### config.mk
export PLATFORM = sky130hd
export DESIGN_NAME = instr_fetch_operand_decode
export DESIGN_NICKNAME = d
export VERILOG_FILES = /design/src/design/decode_pkg.sv /design/src/design/ptr_if.sv /design/src/design/instr_fetch_operand_decode.sv /design/src/design/ptr_unit.sv
export SDC_FILE = /design/constraint.sdc
export NUM_CORES = 1
export LEC_CHECK = 0
export ABC_AREA = 0
export BUFFER_PORTS_ARGS = -buffer_cell sky130_fd_sc_hd__clkbuf_2
export CORE_UTILIZATION = 42
export DETAILED_ROUTE_END_ITERATION = 8
export PLACE_DENSITY_LB_ADDON = 0.3
export SKIP_LAST_GASP = 1
export SYNTH_ARGS = -nofsm -noshare
export SYNTH_HDL_FRONTEND = slang
export SYNTH_HIERARCHICAL = 1
export SYNTH_SLANG_ARGS = --single-unit
### constraint.sdc
create_clock -name mclk_in -period 3.8 [get_ports mclk_in]
set_input_delay 1.14 -clock mclk_in [delete_from_list [all_inputs] [get_ports mclk_in]]
set_output_delay 1.14 -clock mclk_in [all_outputs]
set_load 0.005 [all_outputs]
### src/design/decode_pkg.sv
package decode_pkg;
    localparam int PC_W = 21;
    localparam int DADDR_W = 12;
    localparam int BANK_W = 4;
    localparam int NUM_PTR = 3;
    localparam int AXI_AW = 8;
    localparam int IDX_PTR = 2;

    localparam logic [20:0] PC_RESET = 21'h000000;
    localparam logic [20:0] PC_STEP = 21'h000002;

    // Register map
    localparam logic [7:0] REG_CTRL = 8'h00;
    localparam logic [7:0] REG_BANK = 8'h04;
    localparam logic [7:0] REG_PC = 8'h08;
    localparam logic [7:0] REG_STAT = 8'h0C;
    localparam logic [7:0] REG_PTR0 = 8'h10;
    localparam logic [7:0] REG_PTR_STEP = 8'h04;
    localparam int CTRL_EXTENDED_SET_ENABLE_BIT = 0;
    localparam logic [1:0] RESP_OKAY = 2'h0;
    localparam logic [1:0] RESP_DECERR = 2'h3;

    // Opcode fields
    localparam logic [7:0] OP_INHERENT = 8'h00;
    localparam logic [7:0] OP_LIT_MOVE = 8'h0E;
    localparam logic [7:0] OP_LIT_ADD = 8'h0F;
    localparam logic [3:0] OP_FMOVE = 4'hC;
    localparam logic [3:0] OP_SECOND = 4'hF;
    localparam logic [7:0] OP_JUMP = 8'hEF;
    localparam logic [6:0] OP_CALL = 7'h76;
    localparam logic [7:0] OP_PLOAD = 8'hEE;
    localparam logic [4:0] OP_BRA = 5'h1A;
    localparam logic [4:0] OP_BCOND = 5'h1C;
    localparam logic [3:0] OP_BYTE_LO = 4'h1;
    localparam logic [3:0] OP_BYTE_HI = 4'h5;
    localparam logic [3:0] OP_NOD = 4'h6;
    localparam logic [3:0] OP_BIT_LO = 4'h7;
    localparam logic [3:0] OP_BIT_HI = 4'hB;
    localparam int BIT_D = 9;
    localparam int BIT_A = 8;

    // Data space layout
    localparam logic [7:0] ACCESS_SPLIT = 8'h80;
    localparam logic [3:0] ACCESS_HI_BANK = 4'hF;
    localparam logic [3:0] ACCESS_LO_BANK = 4'h0;
    localparam logic [7:0] IDX_LIMIT = 8'h60;
    localparam logic [7:0] IND_BASE = 8'hE0;
    localparam logic [7:0] IND_STRIDE = 8'h08;
    localparam logic [2:0] IND_PLAIN = 3'h0;
    localparam logic [2:0] IND_POSTINC = 3'h1;
    localparam logic [2:0] IND_POSTDEC = 3'h2;
    localparam logic [2:0] IND_PREINC = 3'h3;
    localparam logic [2:0] IND_PLUSW = 3'h4;

    typedef enum logic [2:0] {
        MODE_NONE = 3'b000,
        MODE_INHERENT = 3'b001,
        MODE_LITERAL = 3'b010,
        MODE_DIRECT = 3'b011,
        MODE_INDIRECT = 3'b100,
        MODE_INDEXED = 3'b101,
        MODE_ABSOLUTE = 3'b110
    } addr_mode_e;

    typedef enum logic [1:0] {
        DEST_NONE = 2'b00,
        DEST_ACC = 2'b01,
        DEST_FILE = 2'b10
    } dest_e;

    typedef enum logic [2:0] {
        KIND_NONE = 3'b000,
        KIND_JUMP = 3'b001,
        KIND_CALL = 3'b010,
        KIND_FMOVE = 3'b011,
        KIND_PLOAD = 3'b100
    } two_kind_e;

    typedef enum logic [0:0] {
        SEQ_FIRST = 1'b0,
        SEQ_SECOND = 1'b1
    } seq_state_e;
endpackage : decode_pkg

### src/design/ptr_if.sv
interface ptr_if;
    import decode_pkg::*;
    logic exec;
    logic [7:0] addr8;
    logic access_sel;
    logic [BANK_W-1:0] bank;
    logic extended_set_enable;
    logic [7:0] offset;
    logic load_en;
    logic [1:0] load_idx;
    logic [DADDR_W-1:0] load_val;
    logic bus_wr_en;
    logic [1:0] bus_wr_idx;
    logic [DADDR_W-1:0] bus_wr_val;
    logic [DADDR_W-1:0] eff_addr;
    logic indirect;
    logic indexed;
    logic [DADDR_W-1:0] fsr_val [NUM_PTR];

    modport core (output exec, addr8, access_sel, bank, extended_set_enable, offset, load_en, load_idx, load_val,
        bus_wr_en, bus_wr_idx, bus_wr_val, input eff_addr, indirect, indexed, fsr_val);
    modport unit (input exec, addr8, access_sel, bank, extended_set_enable, offset, load_en, load_idx, load_val,
        bus_wr_en, bus_wr_idx, bus_wr_val, output eff_addr, indirect, indexed, fsr_val);
endinterface : ptr_if

### src/design/instr_fetch_operand_decode.sv
// The address map and the AXI4-Lite register port are this design's own decisions.
module instr_fetch_operand_decode (
    // Clock and reset
    input wire logic mclk_in,
    input wire logic rst_b_in,
    // Instruction stream
    input wire logic instr_valid_in,
    input wire logic [15:0] instr_word_in,
    input wire logic skip_in,
    input wire logic branch_taken_in,
    input wire logic [7:0] acc_in,
    output logic [decode_pkg::PC_W-1:0] fetch_addr_out,
    // Decode results
    output logic exec_valid_out,
    output logic nop_out,
    output logic [2:0] mode_out,
    output logic [1:0] dest_out,
    output logic [decode_pkg::DADDR_W-1:0] data_addr_out,
    output logic [decode_pkg::DADDR_W-1:0] literal_out,
    output logic call_out,
    // AXI4-Lite slave
    input wire logic [decode_pkg::AXI_AW-1:0] s_axi_awaddr_in,
    input wire logic s_axi_awvalid_in,
    output logic s_axi_awready_out,
    input wire logic [31:0] s_axi_wdata_in,
    input wire logic [3:0] s_axi_wstrb_in,
    input wire logic s_axi_wvalid_in,
    output logic s_axi_wready_out,
    output logic [1:0] s_axi_bresp_out,
    output logic s_axi_bvalid_out,
    input wire logic s_axi_bready_in,
    input wire logic [decode_pkg::AXI_AW-1:0] s_axi_araddr_in,
    input wire logic s_axi_arvalid_in,
    output logic s_axi_arready_out,
    output logic [31:0] s_axi_rdata_out,
    output logic [1:0] s_axi_rresp_out,
    output logic s_axi_rvalid_out,
    input wire logic s_axi_rready_in
);
    import decode_pkg::*;

    ptr_if pif ();

    ptr_unit u_ptr (
        .clk_in(mclk_in),
        .rst_b_in(rst_b_in),
        .p(pif.unit)
    );

    // Decode state
    logic [PC_W-1:0] pc_reg, pc_next;
    seq_state_e seq_reg, seq_next;
    two_kind_e kind_reg, kind_next;
    logic [15:0] first_reg, first_next;
    logic exec_reg, exec_next;
    logic nop_reg, nop_next;
    addr_mode_e mode_reg, mode_next;
    dest_e dest_reg, dest_next;
    logic [DADDR_W-1:0] daddr_reg, daddr_next;
    logic [DADDR_W-1:0] lit_reg, lit_next;
    logic call_reg, call_next;

    // Register file state
    logic extended_set_enable_reg, extended_set_enable_next;
    logic [BANK_W-1:0] bank_reg, bank_next;

    logic [PC_W-1:0] pc_plus2;
    logic [15:0] w;
    logic direct_op;
    logic has_d;

    assign w = instr_word_in;
    assign pc_plus2 = pc_reg + PC_STEP;
    assign has_d = (w[15:12] >= OP_BYTE_LO) && (w[15:12] <= OP_BYTE_HI);
    assign direct_op = has_d || (w[15:12] == OP_NOD) || ((w[15:12] >= OP_BIT_LO) && (w[15:12] <= OP_BIT_HI));

    // Operand resolver drive
    always_comb begin
        pif.exec = instr_valid_in && !skip_in && direct_op;
        pif.addr8 = w[7:0];
        pif.access_sel = w[BIT_A];
        pif.bank = bank_reg;
        pif.extended_set_enable = extended_set_enable_reg;
        pif.offset = acc_in;
        pif.load_en = instr_valid_in && !skip_in && seq_reg == SEQ_SECOND && kind_reg == KIND_PLOAD
            && w[15:12] == OP_SECOND;
        pif.load_idx = first_reg[5:4];
        pif.load_val = {first_reg[3:0], w[7:0]};
    end

    always_comb begin
        pc_next = pc_reg;
        seq_next = seq_reg;
        kind_next = kind_reg;
        first_next = first_reg;
        exec_next = 1'b0;
        nop_next = 1'b0;
        mode_next = mode_reg;
        dest_next = dest_reg;
        daddr_next = daddr_reg;
        lit_next = lit_reg;
        call_next = 1'b0;
        if (instr_valid_in) begin
            pc_next = pc_plus2;
            if (skip_in) begin
                seq_next = SEQ_FIRST;
                kind_next = KIND_NONE;
            end else if (seq_reg == SEQ_SECOND && w[15:12] == OP_SECOND) begin
                exec_next = 1'b1;
                seq_next = SEQ_FIRST;
                kind_next = KIND_NONE;
                lit_next = w[11:0];
                dest_next = DEST_NONE;
                mode_next = MODE_LITERAL;
                case (kind_reg)
                    KIND_JUMP, KIND_CALL: begin
                        pc_next = {w[11:0], first_reg[7:0], 1'b0};
                        call_next = kind_reg == KIND_CALL;
                    end
                    KIND_FMOVE: begin
                        mode_next = MODE_ABSOLUTE;
                        daddr_next = w[11:0];
                        dest_next = DEST_FILE;
                    end
                    default: mode_next = MODE_LITERAL;
                endcase
            end else begin
                exec_next = 1'b1;
                seq_next = SEQ_FIRST;
                kind_next = KIND_NONE;
                first_next = w;
                dest_next = DEST_NONE;
                lit_next = {4'h0, w[7:0]};
                if (w[15:12] == OP_SECOND) begin
                    nop_next = 1'b1;
                    mode_next = MODE_INHERENT;
                end else if (w[15:8] == OP_INHERENT) begin
                    mode_next = MODE_INHERENT;
                end else if (w[15:8] == OP_LIT_MOVE || w[15:8] == OP_LIT_ADD) begin
                    mode_next = MODE_LITERAL;
                    dest_next = DEST_ACC;
                end else if (w[15:12] == OP_FMOVE) begin
                    mode_next = MODE_ABSOLUTE;
                    daddr_next = w[11:0];
                    lit_next = w[11:0];
                    seq_next = SEQ_SECOND;
                    kind_next = KIND_FMOVE;
                end else if (w[15:8] == OP_JUMP) begin
                    mode_next = MODE_LITERAL;
                    seq_next = SEQ_SECOND;
                    kind_next = KIND_JUMP;
                end else if (w[15:9] == OP_CALL) begin
                    mode_next = MODE_LITERAL;
                    seq_next = SEQ_SECOND;
                    kind_next = KIND_CALL;
                end else if (w[15:8] == OP_PLOAD) begin
                    mode_next = MODE_LITERAL;
                    seq_next = SEQ_SECOND;
                    kind_next = KIND_PLOAD;
                end else if (w[15:11] == OP_BRA) begin
                    mode_next = MODE_LITERAL;
                    lit_next = {1'b0, w[10:0]};
                    pc_next = pc_plus2 + {{9{w[10]}}, w[10:0], 1'b0};
                end else if (w[15:11] == OP_BCOND) begin
                    mode_next = MODE_LITERAL;
                    if (branch_taken_in) begin
                        pc_next = pc_plus2 + {{12{w[7]}}, w[7:0], 1'b0};
                    end
                end else if (direct_op) begin
                    daddr_next = pif.eff_addr;
                    if (pif.indirect) begin
                        mode_next = MODE_INDIRECT;
                    end else if (pif.indexed) begin
                        mode_next = MODE_INDEXED;
                    end else begin
                        mode_next = MODE_DIRECT;
                    end
                    if (has_d) begin
                        dest_next = w[BIT_D] ? DEST_FILE : DEST_ACC;
                    end else begin
                        dest_next = DEST_FILE;
                    end
                end else begin
                    mode_next = MODE_LITERAL;
                    dest_next = DEST_ACC;
                end
            end
            pc_next[0] = 1'b0;
        end
    end

    always_ff @(posedge mclk_in) begin
        if (!rst_b_in) begin
            pc_reg <= PC_RESET;
            seq_reg <= SEQ_FIRST;
            kind_reg <= KIND_NONE;
            first_reg <= 16'h0000;
            exec_reg <= 1'b0;
            nop_reg <= 1'b0;
            mode_reg <= MODE_NONE;
            dest_reg <= DEST_NONE;
            daddr_reg <= 12'h000;
            lit_reg <= 12'h000;
            call_reg <= 1'b0;
        end else begin
            pc_reg <= pc_next;
            seq_reg <= seq_next;
            kind_reg <= kind_next;
            first_reg <= first_next;
            exec_reg <= exec_next;
            nop_reg <= nop_next;
            mode_reg <= mode_next;
            dest_reg <= dest_next;
            daddr_reg <= daddr_next;
            lit_reg <= lit_next;
            call_reg <= call_next;
        end
    end

    assign fetch_addr_out = pc_reg;
    assign exec_valid_out = exec_reg;
    assign nop_out = nop_reg;
    assign mode_out = mode_reg;
    assign dest_out = dest_reg;
    assign data_addr_out = daddr_reg;
    assign literal_out = lit_reg;
    assign call_out = call_reg;

    // AXI4-Lite slave
    logic aw_held_reg, aw_held_next;
    logic w_held_reg, w_held_next;
    logic [AXI_AW-1:0] awaddr_reg, awaddr_next;
    logic [31:0] wdata_reg, wdata_next;
    logic [3:0] wstrb_reg, wstrb_next;
    logic bvalid_reg, bvalid_next;
    logic [1:0] bresp_reg, bresp_next;
    logic rvalid_reg, rvalid_next;
    logic [1:0] rresp_reg, rresp_next;
    logic [31:0] rdata_reg, rdata_next;
    logic do_write;
    logic [AXI_AW-1:0] ptr_off;
    logic [31:0] rd_val;
    logic rd_ok;

    assign do_write = aw_held_reg && w_held_reg && !bvalid_reg;
    assign ptr_off = awaddr_reg - REG_PTR0;

    always_comb begin
        pif.bus_wr_en = 1'b0;
        pif.bus_wr_idx = ptr_off[3:2];
        pif.bus_wr_val = wdata_reg[DADDR_W-1:0];
        if (do_write && awaddr_reg >= REG_PTR0 && ptr_off < AXI_AW'(NUM_PTR * REG_PTR_STEP)
            && ptr_off[1:0] == 2'h0 && wstrb_reg[0]) begin
            pif.bus_wr_en = 1'b1;
        end
    end

    always_comb begin
        logic [AXI_AW-1:0] roff;
        roff = s_axi_araddr_in - REG_PTR0;
        rd_ok = 1'b1;
        rd_val = 32'h00000000;
        case (s_axi_araddr_in)
            REG_CTRL: rd_val[CTRL_EXTENDED_SET_ENABLE_BIT] = extended_set_enable_reg;
            REG_BANK: rd_val[BANK_W-1:0] = bank_reg;
            REG_PC: rd_val[PC_W-1:0] = pc_reg;
            REG_STAT: rd_val[3:0] = {kind_reg, seq_reg};
            default: begin
                if (s_axi_araddr_in >= REG_PTR0 && roff < AXI_AW'(NUM_PTR * REG_PTR_STEP) && roff[1:0] == 2'h0) begin
                    rd_val[DADDR_W-1:0] = pif.fsr_val[roff[3:2]];
                end else begin
                    rd_ok = 1'b0;
                end
            end
        endcase
    end

    always_comb begin
        aw_held_next = aw_held_reg;
        w_held_next = w_held_reg;
        awaddr_next = awaddr_reg;
        wdata_next = wdata_reg;
        wstrb_next = wstrb_reg;
        bvalid_next = bvalid_reg;
        bresp_next = bresp_reg;
        rvalid_next = rvalid_reg;
        rresp_next = rresp_reg;
        rdata_next = rdata_reg;
        extended_set_enable_next = extended_set_enable_reg;
        bank_next = bank_reg;
        if (s_axi_awvalid_in && !aw_held_reg) begin
            aw_held_next = 1'b1;
            awaddr_next = s_axi_awaddr_in;
        end
        if (s_axi_wvalid_in && !w_held_reg) begin
            w_held_next = 1'b1;
            wdata_next = s_axi_wdata_in;
            wstrb_next = s_axi_wstrb_in;
        end
        if (do_write) begin
            aw_held_next = 1'b0;
            w_held_next = 1'b0;
            bvalid_next = 1'b1;
            bresp_next = RESP_OKAY;
            if (awaddr_reg == REG_CTRL) begin
                if (wstrb_reg[0]) begin
                    extended_set_enable_next = wdata_reg[CTRL_EXTENDED_SET_ENABLE_BIT];
                end
            end else if (awaddr_reg == REG_BANK) begin
                if (wstrb_reg[0]) begin
                    bank_next = wdata_reg[BANK_W-1:0];
                end
            end else if (!pif.bus_wr_en && !(awaddr_reg >= REG_PTR0 && ptr_off < AXI_AW'(NUM_PTR * REG_PTR_STEP)
                && ptr_off[1:0] == 2'h0)) begin
                bresp_next = RESP_DECERR;
            end
        end else if (bvalid_reg && s_axi_bready_in) begin
            bvalid_next = 1'b0;
        end
        if (s_axi_arvalid_in && !rvalid_reg) begin
            rvalid_next = 1'b1;
            rdata_next = rd_val;
            rresp_next = rd_ok ? RESP_OKAY : RESP_DECERR;
        end else if (rvalid_reg && s_axi_rready_in) begin
            rvalid_next = 1'b0;
        end
    end

    always_ff @(posedge mclk_in) begin
        if (!rst_b_in) begin
            aw_held_reg <= 1'b0;
            w_held_reg <= 1'b0;
            awaddr_reg <= 8'h00;
            wdata_reg <= 32'h00000000;
            wstrb_reg <= 4'h0;
            bvalid_reg <= 1'b0;
            bresp_reg <= RESP_OKAY;
            rvalid_reg <= 1'b0;
            rresp_reg <= RESP_OKAY;
            rdata_reg <= 32'h00000000;
            extended_set_enable_reg <= 1'b0;
            bank_reg <= 4'h0;
        end else begin
            aw_held_reg <= aw_held_next;
            w_held_reg <= w_held_next;
            awaddr_reg <= awaddr_next;
            wdata_reg <= wdata_next;
            wstrb_reg <= wstrb_next;
            bvalid_reg <= bvalid_next;
            bresp_reg <= bresp_next;
            rvalid_reg <= rvalid_next;
            rresp_reg <= rresp_next;
            rdata_reg <= rdata_next;
            extended_set_enable_reg <= extended_set_enable_next;
            bank_reg <= bank_next;
        end
    end

    assign s_axi_awready_out = !aw_held_reg;
    assign s_axi_wready_out = !w_held_reg;
    assign s_axi_bvalid_out = bvalid_reg;
    assign s_axi_bresp_out = bresp_reg;
    assign s_axi_arready_out = !rvalid_reg;
    assign s_axi_rvalid_out = rvalid_reg;
    assign s_axi_rresp_out = rresp_reg;
    assign s_axi_rdata_out = rdata_reg;
endmodule : instr_fetch_operand_decode

### src/design/ptr_unit.sv
module ptr_unit (
    input wire logic clk_in,
    input wire logic rst_b_in,
    ptr_if.unit p
);
    import decode_pkg::*;

    logic [DADDR_W-1:0] fsr_reg [NUM_PTR];
    logic [DADDR_W-1:0] fsr_next [NUM_PTR];

    genvar g;
    for (g = 0; g < NUM_PTR; g++) begin : g_ptr
        localparam logic [7:0] BASE = 8'(IND_BASE + g * IND_STRIDE);
        logic hit;
        assign hit = p.exec && !p.access_sel && (p.addr8[7:3] == BASE[7:3]) && (p.addr8[2:0] <= IND_PLUSW);
        always_comb begin
            fsr_next[g] = fsr_reg[g];
            if (p.bus_wr_en && p.bus_wr_idx == 2'(g)) begin
                fsr_next[g] = p.bus_wr_val;
            end else if (p.load_en && p.load_idx == 2'(g)) begin
                fsr_next[g] = p.load_val;
            end else if (hit) begin
                case (p.addr8[2:0])
                    IND_POSTINC, IND_PREINC: fsr_next[g] = fsr_reg[g] + 12'h001;
                    IND_POSTDEC: fsr_next[g] = fsr_reg[g] - 12'h001;
                    default: fsr_next[g] = fsr_reg[g];
                endcase
            end
        end
        always_ff @(posedge clk_in) begin
            if (!rst_b_in) begin
                fsr_reg[g] <= 12'h000;
            end else begin
                fsr_reg[g] <= fsr_next[g];
            end
        end
        assign p.fsr_val[g] = fsr_reg[g];
    end

    // Effective data address for the current operand
    always_comb begin
        logic [7:0] base;
        base = IND_BASE;
        p.indirect = 1'b0;
        p.indexed = 1'b0;
        if (p.access_sel) begin
            p.eff_addr = {p.bank, p.addr8};
        end else if (p.addr8 >= ACCESS_SPLIT) begin
            p.eff_addr = {ACCESS_HI_BANK, p.addr8};
        end else begin
            p.eff_addr = {ACCESS_LO_BANK, p.addr8};
        end
        if (!p.access_sel && p.extended_set_enable && p.addr8 < IDX_LIMIT) begin
            p.eff_addr = fsr_reg[IDX_PTR] + {4'h0, p.addr8};
            p.indexed = 1'b1;
        end
        for (int i = 0; i < NUM_PTR; i++) begin
            base = 8'(IND_BASE + i * IND_STRIDE);
            if (!p.access_sel && p.addr8[7:3] == base[7:3] && p.addr8[2:0] <= IND_PLUSW) begin
                p.indirect = 1'b1;
                case (p.addr8[2:0])
                    IND_PREINC: p.eff_addr = fsr_reg[i] + 12'h001;
                    IND_PLUSW: p.eff_addr = fsr_reg[i] + {{4{p.offset[7]}}, p.offset};
                    default: p.eff_addr = fsr_reg[i];
                endcase
            end
        end
    end
endmodule : ptr_unit

==> results by group <==
Synth
  • Top area cells in the synthesized netlist: dfxtp_1 (21%), ha_1 (6.8%), nand2_1 (5.7%)
  • Count of cell types in the netlist: approximately 100
  • Syn Area/Cell: ~7.4 um^2
  • Ys async rst share: 0%
  • Post-synth EDFFs: 0
  • Post-synthesis cell count: 1955
  • Synthesis-stage register bit count: roughly 150
  • Top cell type's share of synthesized area: a little over a fifth
  • Sequential cell area fraction in the yosys report: 21.2%
  • Yosys warns: 6
  • Count leader, synth: nand2_1
  • Mapped cell area: about 14000 um^2
  • Synth Flop Type: dfxtp_1
  • Cell taking the most area after synthesis: dfxtp_1
  • Post-synth top cells: nand2_1 (220), nor2_1 (160), a21oi_1 (153), dfxtp_1 (153), o21ai_0 (133)

Floorplanning
  • Die Y: 188 um
  • Cell Rows: 67
  • Initial Util: between 40% and 50%
  • Die Area: ~35000 um^2
  • Area of the core: 33700 um^2
  • Ports placed on the boundary: between 150 and 200
  • Die Width: ~190 um

Cells and area
  • Layout cells sized above 1: approximately 19%
  • NumNets Final: roughly 2400
  • Fillers: 3372
  • Area Growth Syn to Fin: 19.3%
  • Register area: 3060 um^2
  • Multi-input logic area: approximately 11000 um^2
  • Final Cell Area: 17300 um^2
  • Max FFs per register: 36

Detailed routing
  • Avg WL per Cell: around 22 um
  • DRT iter0 DRCs: approximately 1700
  • Drt via density: 6.18
  • 1st-pass router iterations: 9
  • Vias post-DR: around 16000
  • DRC: 0
  • Antenna viol nets, final: 0
  • WL final: about 57000 um

STA
  • Clk_skew: about 0.015 ns
  • Max Slew Vio Count: 0
  • Final setup viols: 0
  • Slew @ Worst Pin: ~0.9 ns
  • Period utilization: roughly 96%
  • F_max: between 200 and 300 MHz
  • Slew HR: ~39%
  • Final hold viol count: 0
  • Min Tclk post-route: ~3.6 ns
  • Hold_ws: 0.463 ns
  • RSZ-0062 raised after global routing: true

Run
  • Max Cap Violations: 0

Worst setup path
  • Type of the worst setup path: input pin to register
  • Critical Path Source Type: input pin
  • Crit-path max FO: 5
  • Critical Path RT: 4.13 ns
  • Setup crit end kind: register
  • Critical path arrival: a little under 4 ns

Placed design
  • Placement Cell Area: 16700 um^2
  • Buffers on Ports: roughly 140
  • GP Congestion: ~1.0
  • Detailed placer's ending HPWL: roughly 45000 um

Clock network
  • CTS Buf Count: 17
  • TritonCTS clock tree: built
  • Depth of the CTS H-tree: 4
  • Clk root buf: clkbuf_16
  • Worst skew pair latency: ~0.45 ns
  • Post-CTS Setup Inserts: 0
  • Clock sink count: roughly 150
  • Clk buf depth: 2
  • Clock slew at reported path FFs: 0.06 ns

Power
  • Leak pwr: 7.45 nW
  • Pwr dens: ~260 nW/um^2
  • Power after layout: ~4.4 mW
  • Peak supply drop: around 0.3 mV

Worst hold path
  • Min-Delay Path Class: register to register

GRT
  • Global-route wire length before repair: approximately 87000 um
  • Largest net degree at the start of global routing: 43
  • Total GRT Usage: a little under a third
  • Total gr overflow: 0
  • Initial antenna violation count: 0
  • Vias in the first global route: 15000

Outcome
  • Status: complete, no violations
worst max-delay path, cell delays in order:
cell	delay, ns
clkbuf_2	0.21
ha_1	0.30
fa_1	0.44
a21o_1	0.19
a211oi_1	0.29
o21ai_0	0.19
nand4_1	0.15
xnor2_1	0.08
a311o_1	0.37
a211o_1	0.28
mux2i_1	0.14
nand2_1	0.07
o211a_1	0.13
area by class of cell:
| class | instances | area share, % |
|---|---|---|
| multi-input combinational | 1617 | 61.4 |
| sequential | 153 | 17.7 |
| timing repair buffer | 350 | 13.4 |
| tap | 448 | 3.25 |
| clock buffer | 21 | 2.61 |
| inverter | 44 | 0.957 |
| clock inverter | 9 | 0.674 |
| antenna | 1 | 0.0145 |
final timing paths:
check                    start                  to  depth (start not counted)  slack, ns
min             literal_out[4]      literal_out[4]                          2       0.46
max           instr_word_in[0]   data_addr_out[10]                         13       0.15
max reg2reg  fetch_addr_out[1]  fetch_addr_out[18]                         12       0.22
min reg2reg     literal_out[4]      literal_out[4]                          2       0.46
per-layer routing:
metal	share of wire [%]	routed length, um	up-vias	GRT usage (%)
li1	-	-	7667	-
met1	44	25300	7715	44.0
met2	44	25200	837	49.1
met3	8.8	5080	107	5.52
met4	3.2	1830	0	11.6
met5	0	0	-	0
cell families (layout without fill, tap and decap cells):
logic type | after synthesis | count (layout) | synth area share (%)
simple gates | 714 | 714 | 24.9
other cells | 1 | 13 | 0.0259
mux | 55 | 55 | 3.88
buf+inv | 196 | 424 | 5.93
flops | 153 | 153 | 21.2
xor+xnor | 113 | 113 | 6.90
compound gates | 639 | 639 | 29.6
fa+ha+maj | 84 | 84 | 7.53
power by group:
part	switching [mW]	total, mW	internal [mW]
combinational	0.577	0.988	0.410
clock	0.730	1.71	0.984
sequential	0.0655	1.73	1.66
metrics by stage:
stage	cells	util, %	worst slack (ns)	TNS (ns)
finish	2643	51.2	0.150	0
global route	2642	51.2	-0.00713	-0.00713
CTS	2642	51.2	0.164	0
global placement	2612	49.5	-0.283	-1.32
floorplan	1966	-	0.194	0
detailed placement	2612	49.5	-0.270	-1.60
layout by cell type (no fill, tap or decap), drive strengths merged, types with 16 or more instances in the layout:
cell type,netlist,final
nand2,220,220
xor2,45,45
clkbuf,104,164
or3,16,16
nand3,61,61
mux2i,47,47
ha,79,79
xnor2,68,68
buf,48,207
and3,21,21
a211oi,40,40
o211a,21,21
a21o,25,25
a221oi,23,23
nor3,60,60
nor2b,34,34
nand4,27,27
dfxtp,153,153
a21oi,154,154
a21boi,51,51
nor2,161,161
inv,41,44
o21ai,141,141
nor3b,17,17
a31oi,25,25
o211ai,26,26
nor4,18,18
what timing repair did:
action | 4_1_cts | 5_1_grt
hold buffers | 0 | 0
endpoints found under the setup margin | 0 | 2
resized for setup | 0 | 2
endpoints found under the hold margin | 0 | 0
(Power assumes the default switching activity.)
